[src/hw/tpl_consts.svh]
// Offsets, field positions, reset values and counts of the pulse timer
`ifndef TPL_CONSTS_SVH
`define TPL_CONSTS_SVH
// Register byte offsets
`define TPL_OFF_CTRL1 8'h00
`define TPL_OFF_CTRL2 8'h04
`define TPL_OFF_STATUS 8'h08
`define TPL_OFF_MASK 8'h0c
`define TPL_OFF_COUNT 8'h10
`define TPL_OFF_CAP1 8'h14
`define TPL_OFF_CAP2 8'h18
`define TPL_OFF_CMP1 8'h1c
`define TPL_OFF_CMP2 8'h20
// Status and mask bit positions
`define TPL_F_CAP1 7
`define TPL_F_MATCH1 6
`define TPL_F_OVF 5
`define TPL_F_CAP2 4
`define TPL_F_MATCH2 3
`define TPL_F_OFF 2
// Reset values and counter top
`define TPL_CTRL_RESET 8'h00
`define TPL_FLAGS_RESET 8'h00
`define TPL_CNT_RESET 16'hfffc
`define TPL_CNT_TOP 16'hffff
`define TPL_CMP_RESET 16'h8000
`define TPL_CAP_RESET 16'h0000
// Prescaler terminal counts for divide by 2, 4 and 8
`define TPL_PRE_TC2 3'd1
`define TPL_PRE_TC4 3'd3
`define TPL_PRE_TC8 3'd7
`endif

[src/hw/tpl_pkg.sv]
// Types of the pulse timer
package tpl_pkg;
  typedef enum logic [1:0] {
    TPL_CLK_DIV4 = 2'b00,
    TPL_CLK_DIV2 = 2'b01,
    TPL_CLK_DIV8 = 2'b10,
    TPL_CLK_EXT = 2'b11
  } tpl_clk_e;
  typedef enum logic [1:0] {TPL_MODE_FREE, TPL_MODE_PULSE, TPL_MODE_PWM} tpl_mode_e;
  typedef struct packed {
    logic capture_irq_enable;
    logic match_irq_enable;
    logic overflow_irq_enable;
    logic force_two;
    logic force_one;
    logic level_during_pulse;
    logic trigger_edge_select;
    logic level_after_pulse;
  } tpl_ctrl1_s;
  typedef struct packed {
    logic compare_pin_one_enable;
    logic compare_pin_two_enable;
    logic single_pulse_select;
    logic pwm_select;
    tpl_clk_e timer_clock_select;
    logic capture_edge_two;
    logic ext_clock_edge;
  } tpl_ctrl2_s;
  typedef struct packed {
    logic psel;
    logic penable;
    logic pwrite;
    logic [7:0] paddr;
    logic [31:0] pwdata;
  } tpl_apb_req_s;
endpackage : tpl_pkg

[src/hw/tpl_timer.sv]
// Sixteen-bit timer with single-pulse output, APB registers and interrupt
//
// Register access over APB and the address map are this design's own decisions.
`timescale 1ns/1ps
`default_nettype none
`include "tpl_consts.svh"
module tpl_timer #(
  parameter int ADDR_W = 8
) (
  input wire logic clk,
  input wire logic rstn,
  input wire logic psel,
  input wire logic penable,
  input wire logic pwrite,
  input wire logic [ADDR_W-1:0] paddr,
  input wire logic [31:0] pwdata,
  output logic [31:0] prdata,
  output logic pready,
  output logic pslverr,
  input wire logic trigger_input_pin,
  input wire logic capture_input_two,
  input wire logic ext_clock_pin,
  input wire logic halt_mode,
  output logic compare_output_one,
  output logic compare_output_one_oe,
  output logic compare_output_two,
  output logic compare_output_two_oe,
  output logic timer_irq
);
  import tpl_pkg::*;

  // Elaboration check: map needs six address bits, eight are decoded
  if (ADDR_W < 6 || ADDR_W > 8)
  begin : g_bad_addr_w
    $error("tpl_timer: ADDR_W must lie between 6 and 8");
  end

  tpl_apb_req_s req;
  tpl_ctrl1_s ctrl1_r;
  tpl_ctrl2_s ctrl2_r;
  tpl_mode_e mode;
  logic [7:0] flags_r;
  logic [7:0] flags_nxt;
  logic [7:0] mask_r;
  logic [7:0] seen_r;
  logic [7:0] set_v;
  logic [7:0] clr_v;
  logic [15:0] cnt_r;
  logic [15:0] cap1_r;
  logic [15:0] cap2_r;
  logic [15:0] cmp1_r;
  logic [15:0] cmp2_r;
  logic [2:0] pre_r;
  logic [2:0] pre_tc;
  logic [31:0] rd_mux;
  logic hit;
  logic setup;
  logic done;
  logic wr;
  logic rd;
  logic trig_d_r;
  logic cap2_d_r;
  logic ext_d_r;
  logic halt_d_r;
  logic arm1_r;
  logic arm2_r;
  logic trig_edge;
  logic cap2_edge;
  logic ext_edge;
  logic halt_exit;
  logic run;
  logic tick;
  logic match1;
  logic match2;
  logic pulse_start;
  logic pwm_reload;
  logic cap1_evt;
  logic cap2_evt;
  logic ovf_evt;

  assign req = '{psel, penable, pwrite, 8'(paddr), pwdata}; // Narrow bus zero-extended
  assign setup = req.psel && !req.penable;
  assign done = req.psel && req.penable && pready;
  assign wr = done && req.pwrite;
  assign rd = done && !req.pwrite;

  // Operating mode, modulation first
  always_comb
  begin
    if (ctrl2_r.pwm_select)
      mode = TPL_MODE_PWM;
    else if (ctrl2_r.single_pulse_select)
      mode = TPL_MODE_PULSE;
    else
      mode = TPL_MODE_FREE;
  end

  // Edge detection on the pins
  assign trig_edge = ctrl1_r.trigger_edge_select ? (trigger_input_pin && !trig_d_r)
                                                 : (!trigger_input_pin && trig_d_r);
  assign cap2_edge = ctrl2_r.capture_edge_two ? (capture_input_two && !cap2_d_r)
                                              : (!capture_input_two && cap2_d_r);
  assign ext_edge = ctrl2_r.ext_clock_edge ? (ext_clock_pin && !ext_d_r)
                                           : (!ext_clock_pin && ext_d_r);
  assign halt_exit = halt_d_r && !halt_mode;
  assign run = !halt_mode && !flags_r[`TPL_F_OFF];

  // Previous pin levels
  always_ff @(posedge clk)
  begin
    if (!rstn)
    begin
      trig_d_r <= 1'b0;
      cap2_d_r <= 1'b0;
      ext_d_r <= 1'b0;
      halt_d_r <= 1'b0;
    end
    else
    begin
      trig_d_r <= trigger_input_pin;
      cap2_d_r <= capture_input_two;
      ext_d_r <= ext_clock_pin;
      halt_d_r <= halt_mode;
    end
  end

  // Prescaler terminal count
  always_comb
  begin
    unique case (ctrl2_r.timer_clock_select)
      TPL_CLK_DIV2: pre_tc = `TPL_PRE_TC2;
      TPL_CLK_DIV8: pre_tc = `TPL_PRE_TC8;
      default: pre_tc = `TPL_PRE_TC4;
    endcase
  end
  assign tick = (ctrl2_r.timer_clock_select == TPL_CLK_EXT) ? (run && ext_edge)
                                                            : (run && pre_r == pre_tc);

  // Prescaler, frozen with the counter
  always_ff @(posedge clk)
  begin
    if (!rstn)
      pre_r <= 3'd0;
    else if (run)
      pre_r <= (pre_r == pre_tc) ? 3'd0 : pre_r + 3'd1;
  end

  // Timer events
  assign match1 = tick && cnt_r == cmp1_r;
  assign match2 = tick && cnt_r == cmp2_r;
  assign pulse_start = (mode == TPL_MODE_PULSE) && trig_edge && run;
  assign pwm_reload = (mode == TPL_MODE_PWM) && match2;
  assign cap1_evt = ((mode == TPL_MODE_FREE) && trig_edge && !halt_mode)
                    || (halt_exit && arm1_r);
  assign cap2_evt = (cap2_edge && !halt_mode) || (halt_exit && arm2_r);
  assign ovf_evt = tick && cnt_r == `TPL_CNT_TOP && !pulse_start && !pwm_reload;

  // Capture edges seen in halt arm the capture
  always_ff @(posedge clk)
  begin
    if (!rstn)
    begin
      arm1_r <= 1'b0;
      arm2_r <= 1'b0;
    end
    else if (halt_mode)
    begin
      if (trig_edge && mode == TPL_MODE_FREE)
        arm1_r <= 1'b1;
      if (cap2_edge)
        arm2_r <= 1'b1;
    end
    else
    begin
      arm1_r <= 1'b0;
      arm2_r <= 1'b0;
    end
  end

  // Free-running counter with reloads
  always_ff @(posedge clk)
  begin
    if (!rstn)
      cnt_r <= `TPL_CNT_RESET;
    else if (pulse_start || (pwm_reload && run))
      cnt_r <= `TPL_CNT_RESET;
    else if (tick)
      cnt_r <= cnt_r + 16'h0001;
  end

  // Capture registers
  always_ff @(posedge clk)
  begin
    if (!rstn)
    begin
      cap1_r <= `TPL_CAP_RESET;
      cap2_r <= `TPL_CAP_RESET;
    end
    else
    begin
      if (cap1_evt || pulse_start)
        cap1_r <= cnt_r;
      if (cap2_evt)
        cap2_r <= cnt_r;
    end
  end

  // Flag set and clear, set wins
  always_comb
  begin
    set_v = 8'h00;
    set_v[`TPL_F_CAP1] = cap1_evt || pulse_start || pwm_reload;
    set_v[`TPL_F_MATCH1] = match1 && mode == TPL_MODE_FREE;
    set_v[`TPL_F_OVF] = ovf_evt;
    set_v[`TPL_F_CAP2] = cap2_evt;
    set_v[`TPL_F_MATCH2] = match2 && mode != TPL_MODE_PWM;
    clr_v = 8'h00;
    if (wr && req.paddr == `TPL_OFF_STATUS)
      clr_v = req.pwdata[7:0] & 8'hf8;
    if (done)
    begin
      // Two-step clear: data access after status read
      if (req.paddr == `TPL_OFF_CAP1)
        clr_v[`TPL_F_CAP1] = clr_v[`TPL_F_CAP1] | seen_r[`TPL_F_CAP1];
      if (req.paddr == `TPL_OFF_CMP1)
        clr_v[`TPL_F_MATCH1] = clr_v[`TPL_F_MATCH1] | seen_r[`TPL_F_MATCH1];
      if (req.paddr == `TPL_OFF_COUNT)
        clr_v[`TPL_F_OVF] = clr_v[`TPL_F_OVF] | seen_r[`TPL_F_OVF];
      if (req.paddr == `TPL_OFF_CAP2)
        clr_v[`TPL_F_CAP2] = clr_v[`TPL_F_CAP2] | seen_r[`TPL_F_CAP2];
      if (req.paddr == `TPL_OFF_CMP2)
        clr_v[`TPL_F_MATCH2] = clr_v[`TPL_F_MATCH2] | seen_r[`TPL_F_MATCH2];
    end
    flags_nxt = (flags_r & ~clr_v) | set_v;
    if (wr && req.paddr == `TPL_OFF_STATUS)
      flags_nxt[`TPL_F_OFF] = req.pwdata[`TPL_F_OFF];
    flags_nxt[1:0] = 2'b00;
  end

  // Status flags
  always_ff @(posedge clk)
  begin
    if (!rstn)
      flags_r <= `TPL_FLAGS_RESET;
    else
      flags_r <= flags_nxt;
  end

  // Flags seen by a status read arm their clear
  always_ff @(posedge clk)
  begin
    if (!rstn)
      seen_r <= 8'h00;
    else if (rd && req.paddr == `TPL_OFF_STATUS)
      seen_r <= prdata[7:0] & 8'hf8;
    else
      seen_r <= seen_r & ~clr_v;
  end

  // Software-written registers
  always_ff @(posedge clk)
  begin
    if (!rstn)
    begin
      ctrl1_r <= tpl_ctrl1_s'(`TPL_CTRL_RESET);
      ctrl2_r <= tpl_ctrl2_s'(`TPL_CTRL_RESET);
      mask_r <= `TPL_FLAGS_RESET;
      cmp1_r <= `TPL_CMP_RESET;
      cmp2_r <= `TPL_CMP_RESET;
    end
    else if (wr)
    begin
      unique case (req.paddr)
        `TPL_OFF_CTRL1: ctrl1_r <= tpl_ctrl1_s'(req.pwdata[7:0]);
        `TPL_OFF_CTRL2: ctrl2_r <= tpl_ctrl2_s'(req.pwdata[7:0]);
        `TPL_OFF_MASK: mask_r <= req.pwdata[7:0] & 8'hf8;
        `TPL_OFF_CMP1: cmp1_r <= req.pwdata[15:0];
        `TPL_OFF_CMP2: cmp2_r <= req.pwdata[15:0];
        default: ;
      endcase
    end
  end

  // Compare output one: pulse, modulation or plain compare
  always_ff @(posedge clk)
  begin
    if (!rstn)
      compare_output_one <= 1'b0;
    else if (run)
    begin
      unique case (mode)
        TPL_MODE_PULSE:
          if (pulse_start)
            compare_output_one <= ctrl1_r.level_during_pulse;
          else if (match1)
            compare_output_one <= ctrl1_r.level_after_pulse;
        TPL_MODE_PWM:
          if (match2)
            compare_output_one <= ctrl1_r.level_during_pulse;
          else if (match1)
            compare_output_one <= ctrl1_r.level_after_pulse;
        TPL_MODE_FREE:
          if (match1 || ctrl1_r.force_one)
            compare_output_one <= ctrl1_r.level_after_pulse;
      endcase
    end
  end

  // Compare output two: no waveform outside plain compare
  always_ff @(posedge clk)
  begin
    if (!rstn)
      compare_output_two <= 1'b0;
    else if (run && mode == TPL_MODE_FREE && (match2 || ctrl1_r.force_two))
      compare_output_two <= ctrl1_r.level_during_pulse;
  end

  // Pin enables, dropped while the timer is switched off
  always_ff @(posedge clk)
  begin
    if (!rstn)
    begin
      compare_output_one_oe <= 1'b0;
      compare_output_two_oe <= 1'b0;
    end
    else
    begin
      compare_output_one_oe <= ctrl2_r.compare_pin_one_enable && !flags_r[`TPL_F_OFF];
      compare_output_two_oe <= ctrl2_r.compare_pin_two_enable && !flags_r[`TPL_F_OFF];
    end
  end

  // Interrupt: flags gated by group enable and mask
  always_ff @(posedge clk)
  begin
    if (!rstn)
      timer_irq <= 1'b0;
    else
      timer_irq <= |(flags_r & mask_r & {ctrl1_r.capture_irq_enable,
                                         ctrl1_r.match_irq_enable,
                                         ctrl1_r.overflow_irq_enable,
                                         ctrl1_r.capture_irq_enable,
                                         ctrl1_r.match_irq_enable, 3'b000});
  end

  // Read mux and decode
  always_comb
  begin
    hit = 1'b1;
    rd_mux = 32'h0000_0000;
    unique case (req.paddr)
      `TPL_OFF_CTRL1: rd_mux[7:0] = ctrl1_r;
      `TPL_OFF_CTRL2: rd_mux[7:0] = ctrl2_r;
      `TPL_OFF_STATUS: rd_mux[7:0] = flags_r;
      `TPL_OFF_MASK: rd_mux[7:0] = mask_r;
      `TPL_OFF_COUNT: rd_mux[15:0] = cnt_r;
      `TPL_OFF_CAP1: rd_mux[15:0] = cap1_r;
      `TPL_OFF_CAP2: rd_mux[15:0] = cap2_r;
      `TPL_OFF_CMP1: rd_mux[15:0] = cmp1_r;
      `TPL_OFF_CMP2: rd_mux[15:0] = cmp2_r;
      default: hit = 1'b0;
    endcase
  end

  // APB answer one cycle after setup
  always_ff @(posedge clk)
  begin
    if (!rstn)
    begin
      pready <= 1'b0;
      pslverr <= 1'b0;
      prdata <= 32'h0000_0000;
    end
    else
    begin
      pready <= setup;
      pslverr <= setup && !hit;
      if (setup)
        prdata <= req.pwrite ? 32'h0000_0000 : rd_mux;
    end
  end
endmodule : tpl_timer
`default_nettype wire

[config.mk]
export PLATFORM = sky130hd
export DESIGN_NAME = tpl_timer
export DESIGN_NICKNAME = d
export VERILOG_FILES = /design/src/hw/tpl_pkg.sv /design/src/hw/tpl_timer.sv
export VERILOG_INCLUDE_DIRS = /design/src /design/src/hw
export SDC_FILE = /design/constraint.sdc
export NUM_CORES = 1
export LEC_CHECK = 0
export BUFFER_PORTS_ARGS = -buffer_cell sky130_fd_sc_hd__buf_2
export CORE_MARGIN = 2
export CORE_UTILIZATION = 63
export CTS_CLUSTER_DIAMETER = 80
export DETAILED_ROUTE_END_ITERATION = 8
export PLACE_DENSITY_LB_ADDON = 0.1
export SYNTH_ARGS = -nofsm -noshare
export SYNTH_HDL_FRONTEND = slang
export SYNTH_SLANG_ARGS = --single-unit
[constraint.sdc]
create_clock -name clk -period 5.1 [get_ports clk]
set_input_delay 1.02 -clock clk [delete_from_list [all_inputs] [get_ports clk]]
set_output_delay 1.02 -clock clk [all_outputs]
set_load 0.02 [all_outputs]
Yosys cells after proc, flatten, opt, wreduce, memory -nomap -nowiden:

Index checks and enable logic that the tools add are counted.

* input port bits: 49
* output and inout bits: 39
* register bits after elaboration: 165
* logic and storage cells: 170

* multiplexer cells: 26
* bitwise operators: 12
* reductions and logical operators: 71
* add/sub/neg operators: 2
* equal/unequal tests: 19

Operators by type and width (number)
* 8-bit case mux with 9 select lines: 1
* 8-bit case mux with 5 select lines: 1
* 1-bit logical AND: 38
* 8-bit bitwise AND: 4
* 16-bit == test: 2
* 8-bit by 5-bit == test with 1-bit output (second input constant): 4
* 16-bit by 1-bit adder with 16-bit output (second input constant): 1
* 16-bit == test (second input constant): 1
* 8-bit by 4-bit == test with 1-bit output (second input constant): 2
* 1-bit two-way mux: 16
* 16-bit two-way mux: 1
* 8-bit two-way mux: 2
* 2-bit AND reduction: 7
* 1-bit zero test: 13
* 9-bit OR reduction: 1
* 8-bit by 3-bit == test with 1-bit output (second input constant): 1
* 8-bit by 6-bit == test with 1-bit output (second input constant): 1
* 8-bit zero test: 1
* 8-bit inverter: 1
* 8-bit OR: 1
* 8-bit OR reduction: 1
* 1-bit logical OR: 7
* 2-bit == test (second input constant): 3
* 3-bit case mux with 2 select lines: 1
* other kinds (13): 19

Depth between registers and ports, before layout:

Gate-level depths: netlist of run 1.

* depth in word-level cells: 12
* mapped depth: 8
* gate-level depth less buffers: 6

Worst setup path after synthesis of run 1:

No wires, ideal clock.

* path type: input -> register
* from: input port ext_clock_pin
* to: register compare_output_one
* data required time: 4.981 ns
* setup time: 0.119 ns
* setup slack: 2.483 ns
* buffers on the path: 0
* stages: 6
* arrival: 2.498 ns
* cells stage by stage: or3b_1 > a41o_1 > a21o_4 > or2_0 > o2111a_1 > o221a_1

* word-level cells in the longest chain between the ends: 9
* elaborated cells on any way between the ends: 15
* classes of those cells: eq/ne (1); mux (6); reduce/logical (8)

Ends and longest elaborated chain
* from (decl): RTL line tpl_timer.sv:22 `input wire logic ext_clock_pin,`
* 1-bit zero test: RTL line tpl_timer.sv:104 `: (!ext_clock_pin && ext_d_r);`
* 1-bit logical AND: RTL line tpl_timer.sv:104
* 1-bit two-way mux (*): RTL line tpl_timer.sv:103 `assign ext_edge = ctrl2_r.ext_clock_edge ? (ext_clock_pin && !ext_d_r)`
* 1-bit logical AND (*): RTL line tpl_timer.sv:136 `assign tick = (ctrl2_r.timer_clock_select == TPL_CLK_EXT) ? (run && ext_edge)`
* 1-bit two-way mux (*): RTL line tpl_timer.sv:136
* 1-bit logical AND: RTL line tpl_timer.sv:149 `assign match1 = tick && cnt_r == cmp1_r;`
* 1-bit two-way mux or 1-bit logical OR (tied branches)
* 1-bit two-way mux (tied with other cells): RTL line tpl_timer.sv:298 `if (match2)`
* 1-bit case mux with 3 select lines or 2-bit AND reduction (tied branches)
* to (signal assigned): RTL line tpl_timer.sv:294 `compare_output_one <= ctrl1_r.level_during_pulse;`
* to (signal assigned): RTL line tpl_timer.sv:299 `compare_output_one <= ctrl1_r.level_during_pulse;`
* to (signal assigned): RTL line tpl_timer.sv:301 `compare_output_one <= ctrl1_r.level_after_pulse;`
* to (decl): RTL line tpl_timer.sv:24 `output logic compare_output_one,`

Every way passes the cells marked *; elsewhere a longest branch is shown, timed or not.
A chain may end at the register's enable or synchronous reset.

Worst setup path in the final report of run 1:

* from: input port paddr[4]
* to: register cmp1_r[13]

* word-level cells in the longest chain between the ends: 2

Ends and longest elaborated chain
* from (decl): RTL line tpl_timer.sv:15 `input wire logic [ADDR_W-1:0] paddr,`
* 8-bit by 5-bit == test with 1-bit output: RTL line tpl_timer.sv:273 `unique case (req.paddr)`
* 2-bit AND reduction (no line)
* to (signal assigned): RTL line tpl_timer.sv:268 `` cmp1_r <= `TPL_CMP_RESET; ``
* to (signal assigned): RTL line tpl_timer.sv:277 `` `TPL_OFF_CMP1: cmp1_r <= req.pwdata[15:0]; ``
* to (decl): RTL line tpl_timer.sv:51 `logic [15:0] cmp1_r;`

Every way passes these cells.

==> results of run 1 <==
layout make-up:
| class | instances | share of cell area, % |
|---|---|---|
| clock buffer | 21 | 5.82 |
| tap | 140 | 2.22 |
| sequential | 144 | 36.6 |
| clock inverter | 10 | 2.30 |
| timing repair buffer | 61 | 4.06 |
| multi-input combinational | 619 | 48.6 |
| inverter | 9 | 0.444 |
worst min-delay path, stage by stage, from the launching register on:
cell	delay, ps
dfxtp_1	310
nand2_1	50
a21oi_1	50
logic make-up (layout without fill, tap and decap cells):
kind of cell	Yosys count	after routing	synth area share [%]
mux	53	53	9.16
buf+inv	83	101	5.71
flops	144	144	40.8
compound gates	195	195	17.0
fa+ha+maj	2	2	0.354
xor+xnor	48	48	5.95
simple gates	305	305	20.9
other cells	1	16	0.0531
sequential cells by signal, indices dropped and copies added, names as in the netlist, 3 cells and up:
| register | flops |
|---|---|
| seen_r | 5 |
| cap1_r | 16 |
| prdata | 16 |
| pre_r | 3 |
| cmp2_r | 16 |
| cmp1_r | 16 |
| ctrl1_r | 8 |
| cap2_r | 16 |
| mask_r | 5 |
| ctrl2_r | 8 |
| cnt_r | 16 |
| flags_r | 6 |
synthesized netlist by cell type, types with 9 or more instances:
cell type  number
mux2i_1        35
nor2_1         55
mux2_2         10
and2_1         10
a21oi_1        88
nand2_1       140
dfxtp_1       144
inv_1           9
a22oi_1        35
xor2_1         25
clkbuf_1       36
o21ai_0        38
nand4_1        10
nand3_1        31
xnor2_1        23
buf_4          16
buf_2          19
stage by stage:
step                total power [uW]  cells
global route                    2710   1004
finish                          2640   1004
floorplan                       1270    846
CTS                             2650   1004
detailed placement              1310    973
global placement                1300    973
routing by layer:
| metal | share of wire [%] | track usage, % | wire (um) |
|---|---|---|---|
| met2 | 48 | 57.1 | 9740 |
| met4 | 5.1 | 18.0 | 1030 |
| met5 | 0 | 0 | 0 |
| met1 | 39 | 41.1 | 7820 |
| met3 | 8.1 | 7.41 | 1640 |
final timing paths:
path / from / end / slack (ps) / depth (start not counted)
worst max-delay path: paddr[4] / cmp1_r[13]$_SDFFE_PN0P_ / 1900 / 7
worst min-delay path: cap1_r[15]$_SDFFE_PN0P_ / cap1_r[15]$_SDFFE_PN0P_ / 450 / 2
worst max register to register: cnt_r[3]$_SDFFE_PP1P_ / cnt_r[0]$_SDFFE_PP0P_ / 2220 / 6
worst min register to register: cap1_r[15]$_SDFFE_PN0P_ / cap1_r[15]$_SDFFE_PN0P_ / 450 / 2
power by group through the flow:
stage	combinational [uW]	clock, uW	sequential (uW)
floorplan	101	0	1170
global placement	133	0	1170
detailed placement	137	0	1170
CTS	138	1360	1150
global route	150	1410	1150
finish	141	1350	1150
==> results.py, run 1 <==
metrics = {
    "clock_tree": {
        "ctsLongestPathBuffers": 2,
        "cts_root_buf": "clkbuf_8",
        "path_clk_slew_ps": 60,
        "cts.sinks": 144,
        "cts_tree": "done",
        "clk_latency_ps": 540,
        "post_cts_resized": 0,
        "cts_buffers": 17,
        "ctsHtreeMaxLevel": 4,
        "holdBufCountCts": 0,
        "post_cts_buffers": 0,
    },
    "flow_run": {
        "drv_cap": 0,
    },
    "die": {
        "ioPinCount": 88,
        "coreArea_sq_um": 10900,
        "die_y_um": 110,
        "start_util_pct": 64.8,
        "die_w_um": 110,
        "rows": 38,
        "design.die.area_sq_um": 12100,
    },
    "worst_setup_path": {
        "cp_max_fo": 17,
        "critPathBufInv": 2,
        "crit_required_ps": 5530,
        "criticalPathCategory": "input port to flop",
        "cp.arrival_ps": 3630,
        "critPathLaunchType": "input port",
        "worst_path_max_delay_cell": "nor4b_4",
        "crit_family": "simple AND/OR/NAND/NOR gates",
        "worstSetupEndpointType": "flop",
        "crit_chain": "buf_2 -> nor4b_4 -> nand3_1 -> nor3_2 -> buf_4 -> nand2_1 -> a21oi_1",
        "max_stage_delay_ps": 910,
    },
    "pwr": {
        "p_comb_share_pct": 5.3,
        "p_per_area_nw_per_um2": 335,
        "power_frac_seq_pct": 43.4,
        "power_switching_uw": 581,
        "internal_power_uw": 2060,
        "switching_share_pct": 22.0,
        "pwr-share-clk_pct": 51.2,
        "peakVddDrop_v": 0.000300,
        "leakagePower_uw": 0.00284,
    },
    "finish": {
        "final_util_pct": 72.4,
        "drive_gt1_share_pct": 14.5,
        "regArea_sq_um": 2880,
        "area_growth_pct": 11.7,
        "fin_area_sq_um": 7890,
        "multiInputGateArea_sq_um": 3830,
        "final_nets": 903,
        "n_antenna_cell": 0,
        "mostFrequentLayoutCell": "dfxtp_1",
        "nFillCells": 837,
        "layout_common_cells": "dfxtp_1 (144), nand2_1 (140), a21oi_1 (88)",
    },
    "sta": {
        "setup_slack_ps": 1900,
        "tightest_slew_ps": 1190,
        "finalClockSkew_ps": 7.45,
        "rsz0062_at_grt": "no",
        "setup_viol": 0,
        "fin_hold_ws_ps": 453,
        "fmax_mhz": 313,
        "finalHoldViolCount": 0,
        "slew_headroom_pct": 20.7,
        "period_needed_ps": 3200,
        "fin_crit_sh_pct": 62.7,
        "setup_tns_ps": 0,
        "drv_slew": 0,
    },
    "global_routing": {
        "antenna_found_initial": 0,
        "first_global_vias": 5990,
        "grt_overflow": 0,
        "grt_usage_pct": 34.2,
        "grt_max_degree": 72,
        "grt_pass1_wl_um": 30700,
    },
    "drt": {
        "drt-total-wl_um": 20200,
        "num_vias": 6388,
        "drc": 0,
        "ant_nets": 0,
        "dr.pass1.iters": 5,
        "wire_per_inst_um": 20.1,
        "vias_per_cell": 6.36,
        "dr.first_iter.drc_count": 654,
    },
    "synth": {
        "synth_top_cell_area_share_pct": 40.8,
        "yosysTopAreaCell": "dfxtp_1",
        "synth_cell_types": 70,
        "yosysSeqAreaShare_pct": 40.8,
        "synth_edf_count": 0,
        "synth.area.top_cells": "dfxtp_1 (41%), nand2_1 (7.4%), a21oi_1 (6.2%)",
        "ys_ff_latch": 144,
        "synthCells": 831,
        "syn_area_sq_um": 7060,
        "syn-mean-instance-area_sq_um": 8.50,
        "synth-warning-count": 0,
        "synth_top_flop_cell": "dfxtp_1",
        "async_flop_share_pct": 0,
    },
    "outcome": {
        "status": "finished, final reports clean",
    },
    "placement": {
        "hpwl_um": 13700,
        "place_ws_ps": 1460,
        "placed_area_sq_um": 7240,
        "place_congestion": 0.940,
        "io_buffers": 55,
    },
    "hold_path": {
        "hp-class": "flop to flop",
    },
}
(Power assumes the default switching activity.)
==> run 2: changes to the inputs <==
ABC_AREA = 1   (was default)
CORE_UTILIZATION = 53   (was 63)
clock period = 2.7 ns   (was 5.1 ns; I/O delays follow)
==> run 2 against run 1 <==
Compared with the run above: global-route usage fell by 4.6 points; final cell count rose by 25%; worst hold slack got worse by 150 ps; critical endpoint is now cnt_r[3]$_SDFFE_PP1P_.
==> results.py, run 2 <==
metrics = {
    "synth": {
        "yosysSeqAreaShare_pct": 41.0,
        "async_flop_share_pct": 0,
        "syn-mean-instance-area_sq_um": 6.95,
        "synth_edf_count": 0,
        "synthCells": 1012,
        "yosysTopAreaCell": "dfxtp_1",
        "synth.most_common_cell": "nand2_1",
        "synth_top_cell_area_share_pct": 41.0,
        "synth-warning-count": 0,
        "synth_cell_types": 42,
        "synth_top_flop_cell": "dfxtp_1",
        "syn_area_sq_um": 7030,
        "synthTopCellsByCount": "nand2_1 (247), dfxtp_1 (144), a21oi_1 (123)",
        "synth.area.top_cells": "dfxtp_1 (41%), nand2_1 (13%), a21oi_1 (8.8%)",
        "ys_ff_latch": 144,
    },
    "drt": {
        "vias_per_cell": 5.48,
        "num_vias": 6894,
        "wire_per_inst_um": 16.1,
        "drt-total-wl_um": 20300,
        "dr.pass1.iters": 5,
        "drc": 0,
        "dr.first_iter.drc_count": 697,
        "ant_nets": 0,
    },
    "worst_setup_path": {
        "worst_path_max_delay_cell": "dfxtp_1",
        "r2r_cells": 12,
        "r2r_slack_ps": 490,
        "reg2reg_to": "cnt_r[3]$_SDFFE_PP1P_",
        "cp_max_fo": 13,
        "crit_chain": "nand2_1 -> inv_1 -> o211ai_1 -> nand2_2 -> inv_1 -> nand2_2 -> nor2_4 -> nand2_4 -> nand2_4 -> nor2_4 -> inv_2 -> or2_1",
        "r2r-start": "ctrl2_r[2]$_SDFFE_PN0P_",
        "crit_required_ps": 3020,
        "cp.arrival_ps": 2530,
        "crit_path_start": "ctrl2_r[2]$_SDFFE_PN0P_",
        "critPathLaunchType": "flop",
        "criticalPathCategory": "flop to flop",
        "max_stage_delay_ps": 470,
        "worstSetupEndpointType": "flop",
    },
    "finish": {
        "layout_common_cells": "nand2_1 (247), dfxtp_1 (144), a21oi_1 (123)",
        "area_growth_pct": 15.0,
        "nFillCells": 1224,
        "final_nets": 1119,
        "mostFrequentLayoutCell": "nand2_1",
        "drive_gt1_share_pct": 14.0,
        "n_antenna_cell": 0,
    },
    "clock_tree": {
        "clk_latency_ps": 430,
        "cts_root_buf": "clkbuf_16",
        "cts.sinks": 144,
        "path_clk_slew_ps": 60,
        "post_cts_resized": 0,
        "post_cts_buffers": 0,
        "cts_tree": "done",
        "holdBufCountCts": 0,
        "ctsLongestPathBuffers": 2,
        "cts_buffers": 17,
        "ctsHtreeMaxLevel": 4,
    },
    "hold_path": {
        "worst_hold_startpoint": "trigger_input_pin",
        "hp-class": "input port to flop",
        "holdPathStages": 3,
        "hold_path_end": "trig_d_r$_SDFF_PN0_",
    },
    "die": {
        "die_y_um": 119,
        "design.die.area_sq_um": 14200,
        "coreArea_sq_um": 13100,
        "start_util_pct": 53.8,
        "ioPinCount": 88,
        "die_w_um": 119,
        "rows": 42,
    },
    "global_routing": {
        "antenna_found_initial": 0,
        "busiest_layer": "met1",
        "grt_pass1_wl_um": 32700,
        "grtUsageMet1_pct": 43.0,
        "met3_usage_pct": 6.42,
        "grt_overflow": 0,
        "grt_util_met2_pct": 43.0,
        "grt_max_degree": 93,
        "first_global_vias": 6172,
        "grt_usage_pct": 29.6,
    },
    "sta": {
        "fmax_mhz": 452,
        "setup_tns_ps": 0,
        "slew_headroom_pct": 45.7,
        "period_needed_ps": 2210,
        "finalHoldViolCount": 0,
        "drv_slew": 0,
        "tightest_slew_ps": 815,
        "setup_viol": 0,
        "rsz0062_at_grt": "no",
        "finalClockSkew_ps": 5.61,
        "fin_crit_sh_pct": 82.0,
    },
    "placement": {
        "hpwl_um": 14300,
        "place_congestion": 0.890,
        "io_buffers": 55,
    },
    "pwr": {
        "power.total_uw": 4930,
        "leakagePower_uw": 0.00361,
        "peakVddDrop_v": 0.000409,
        "p_per_area_nw_per_um2": 609,
    },
    "flow_run": {
        "drv_cap": 0,
    },
    "outcome": {
        "status": "finished, final reports clean",
    },
}
## run 2: cell count changes after synthesis, moves of 17 or more
cell	before	now
o21ai_0	38	110
mux2i_1	35	0
xor2_1	25	8
clkbuf_1	36	17
a22oi_1	35	0
a21oi_1	88	123
inv_1	9	91
inv_2	0	17
nand2_1	140	247
## run 2: cells by family after synthesis
group,share of synthesized area [%]
xor gates and xnor gates,2.24
AOI/OAI and AO/OA,21.0
and+or+nand+nor,25.3
other,0.0533
DFF,41.0
buffers and inverters,10.1
adders and majority gates,0.356
## run 2: worst max path at each step
stage,end,slack (ps),cells past startpoint
after global placement,prdata[5]$_SDFFE_PN0P_,420,11
after floorplan,flags_r[7]$_SDFF_PN0_,940,10
final,cnt_r[3]$_SDFFE_PP1P_,490,12
after CTS,cnt_r[2]$_SDFFE_PP1P_,470,12
after detailed placement,cnt_r[2]$_SDFFE_PP1P_,440,13
after global routing,cnt_r[2]$_SDFFE_PP1P_,280,12
## run 2: layout make-up
| class | instances | area (sq um) | area share (%) |
|---|---|---|---|
| clock buffers | 24 | 512 | 6.33 |
| clock inverters | 8 | 125 | 1.55 |
| inverters | 110 | 413 | 5.11 |
| multi-input cells | 720 | 3500 | 43.2 |
| flip-flops and latches | 144 | 2880 | 35.6 |
| well taps | 176 | 220 | 2.72 |
| repair buffers | 75 | 438 | 5.42 |
## run 2: worst max-delay path, delay by kind of cell (launching register included)
kind | cells | cell delay [ps]
AND/OR/NAND/NOR | 8 | 1250
AO/OA/AOI/OAI | 1 | 120
buffers and inverters | 3 | 250
flip-flops | 1 | 470
## run 2: report_power, final
group	total (uW)	internal, uW	switching (uW)	leakage, uW
logic	231	67.7	163	0.00213
registers	2180	2160	20.4	0.00117
clock network	2520	1600	917	0.000312
## run 2: routing by layer
metal | up-vias | wire [um]
met5 | - | 0
met4 | 0 | 611
met3 | 50 | 1720
met2 | 286 | 8460
met1 | 3141 | 9480
li1 | 3417 | -
## run 2: through the flow
step | area (sq um) | utilization, % | cells | setup slack (ps) | hold WS [ps]
floorplan | 7090 | - | 1027 | 945 | 420
global placement | 7450 | 56.9 | 1225 | 420 | 441
detailed placement | 7450 | 56.9 | 1225 | 438 | 442
CTS | 8090 | 61.8 | 1257 | 474 | 294
global route | 8090 | 61.8 | 1257 | 284 | 309
finish | 8090 | 61.8 | 1257 | 486 | 301
==> run 3: changes to the inputs <==
ABC_AREA = 0   (was 1)
CORE_UTILIZATION = 58   (was 53)
clock period = 2.2 ns   (was 2.7 ns; I/O delays follow)
==> run 3 against run 2 <==
Compared with the run above: total power up 16%; clock skew increased by 1.0 ps; sequential share of layout area is 0.93 points lower.
==> results.py, run 3 (synthesis results as in run 1) <==
metrics = {
    "outcome": {
        "status": "finished, final reports clean",
    },
    "finish": {
        "fin_area_sq_um": 8310,
        "final_nets": 963,
        "area_growth_pct": 17.7,
        "drive_gt1_share_pct": 20.3,
        "layout_common_cells": "dfxtp_1 (141), nand2_1 (140), a21oi_1 (88)",
        "n_antenna_cell": 0,
        "final_util_pct": 69.5,
        "mostFrequentLayoutCell": "dfxtp_1",
    },
    "sta": {
        "finalClockSkew_ps": 6.64,
        "setup_viol": 0,
        "period_needed_ps": 2110,
        "slew_headroom_pct": 62.0,
        "tightest_slew_ps": 570,
        "setup_slack_ps": 87.6,
        "rsz0062_at_grt": "no",
        "fin_crit_sh_pct": 96.0,
        "fmax_mhz": 473,
        "drv_slew": 0,
        "finalHoldViolCount": 0,
    },
    "worst_setup_path": {
        "max_stage_delay_ps": 460,
        "critPathLaunchType": "flop",
        "worst_path_max_delay_cell": "dfxtp_1",
        "crit_chain": "xor2_1 -> nor4_1 -> nand4_1 -> or2_0 -> o2111a_1 -> o221a_1",
        "crit_family": "simple AND/OR/NAND/NOR gates",
        "crit_required_ps": 2510,
        "cp_max_fo": 4,
        "critPathBufInv": 0,
        "cp.arrival_ps": 2420,
        "worstSetupEndpointType": "flop",
        "criticalPathCategory": "flop to flop",
    },
    "die": {
        "design.die.area_sq_um": 13100,
        "ioPinCount": 88,
        "die_y_um": 114,
        "rows": 40,
        "die_w_um": 114,
        "start_util_pct": 59.0,
        "coreArea_sq_um": 12000,
    },
    "clock_tree": {
        "path_clk_slew_ps": 60,
        "cts_buffers": 17,
        "cts.sinks": 144,
        "clk_latency_ps": 420,
        "ctsLongestPathBuffers": 2,
        "ctsHtreeMaxLevel": 4,
        "cts_root_buf": "clkbuf_16",
        "cts_tree": "done",
        "holdBufCountCts": 0,
        "post_cts_buffers": 0,
    },
    "drt": {
        "vias_per_cell": 6.07,
        "drc": 0,
        "dr.pass1.iters": 5,
        "wire_per_inst_um": 19.6,
        "num_vias": 6500,
        "drt-total-wl_um": 20900,
        "dr.first_iter.drc_count": 542,
        "ant_nets": 0,
    },
    "global_routing": {
        "grt_pass1_wl_um": 33200,
        "antenna_found_initial": 0,
        "grt_overflow": 0,
        "first_global_vias": 6288,
        "grt_max_degree": 119,
        "grtUsageMet1_pct": 42.1,
        "grt_util_met2_pct": 52.4,
        "busiest_layer": "met2",
        "met3_usage_pct": 7.09,
        "grt_usage_pct": 33.2,
    },
    "pwr": {
        "p_per_area_nw_per_um2": 685,
        "leakagePower_uw": 0.00309,
        "power.total_uw": 5700,
        "peakVddDrop_v": 0.000546,
    },
    "placement": {
        "place_congestion": 0.936,
        "io_buffers": 55,
        "hpwl_um": 15000,
        "placed_area_sq_um": 7750,
        "place_ws_ps": -74.2,
    },
    "hold_path": {
        "hp-class": "input port to flop",
    },
    "flow_run": {
        "drv_cap": 0,
    },
}
-- run 3: what timing repair did --
action / CTS / global route
hold endpoints to repair: 0 / 0
endpoints found under the setup margin: 13 / 9
gates cloned: 0 / 0
gates resized for setup: 2 / 4
-- run 3: worst paths after layout --
path	from	end	slack, ps	cells after the start
worst max-delay path	cnt_r[1]$_SDFFE_PP0P_	compare_output_one$_SDFFE_PN0P_	90	6
worst min-delay path	capture_input_two	cap2_d_r$_SDFF_PN0_	250	2
worst max register to register	cnt_r[1]$_SDFFE_PP0P_	compare_output_one$_SDFFE_PN0P_	90	6
worst min register to register	arm1_r$_SDFFE_PN0N_	arm1_r$_SDFFE_PN0N_	440	2
-- run 3: final cells by class --
cell class                 instances  area, sq um
inverter                           9         35.0
clock buffer                      21          450
tap                              147          184
timing repair buffer             121          821
clock inverter                    10         88.8
sequential                       144         2890
multi-input combinational        619         3850
fill                             947         3650
-- run 3: through the flow --
step | hold WS (ps) | cells | setup TNS, ps
finish | 249 | 1071 | 0
global route | 253 | 1071 | 0
floorplan | 425 | 846 | 0
detailed placement | 438 | 1040 | -465
global placement | 435 | 1040 | -266
CTS | 246 | 1071 | 0
-- run 3: metal layers --
metal,wire (um),vias up,part of all wire (%)
met1,8480,3078,40
met2,9820,292,47
li1,-,3051,-
met4,1180,0,5.6
met5,0,-,0
met3,1480,79,7.0
-- run 3: where the power goes --
group	internal, uW	switching [uW]	leakage [uW]
combinational	132	235	0.00167
sequential	2640	20.3	0.00116
clock	1570	1100	0.000255
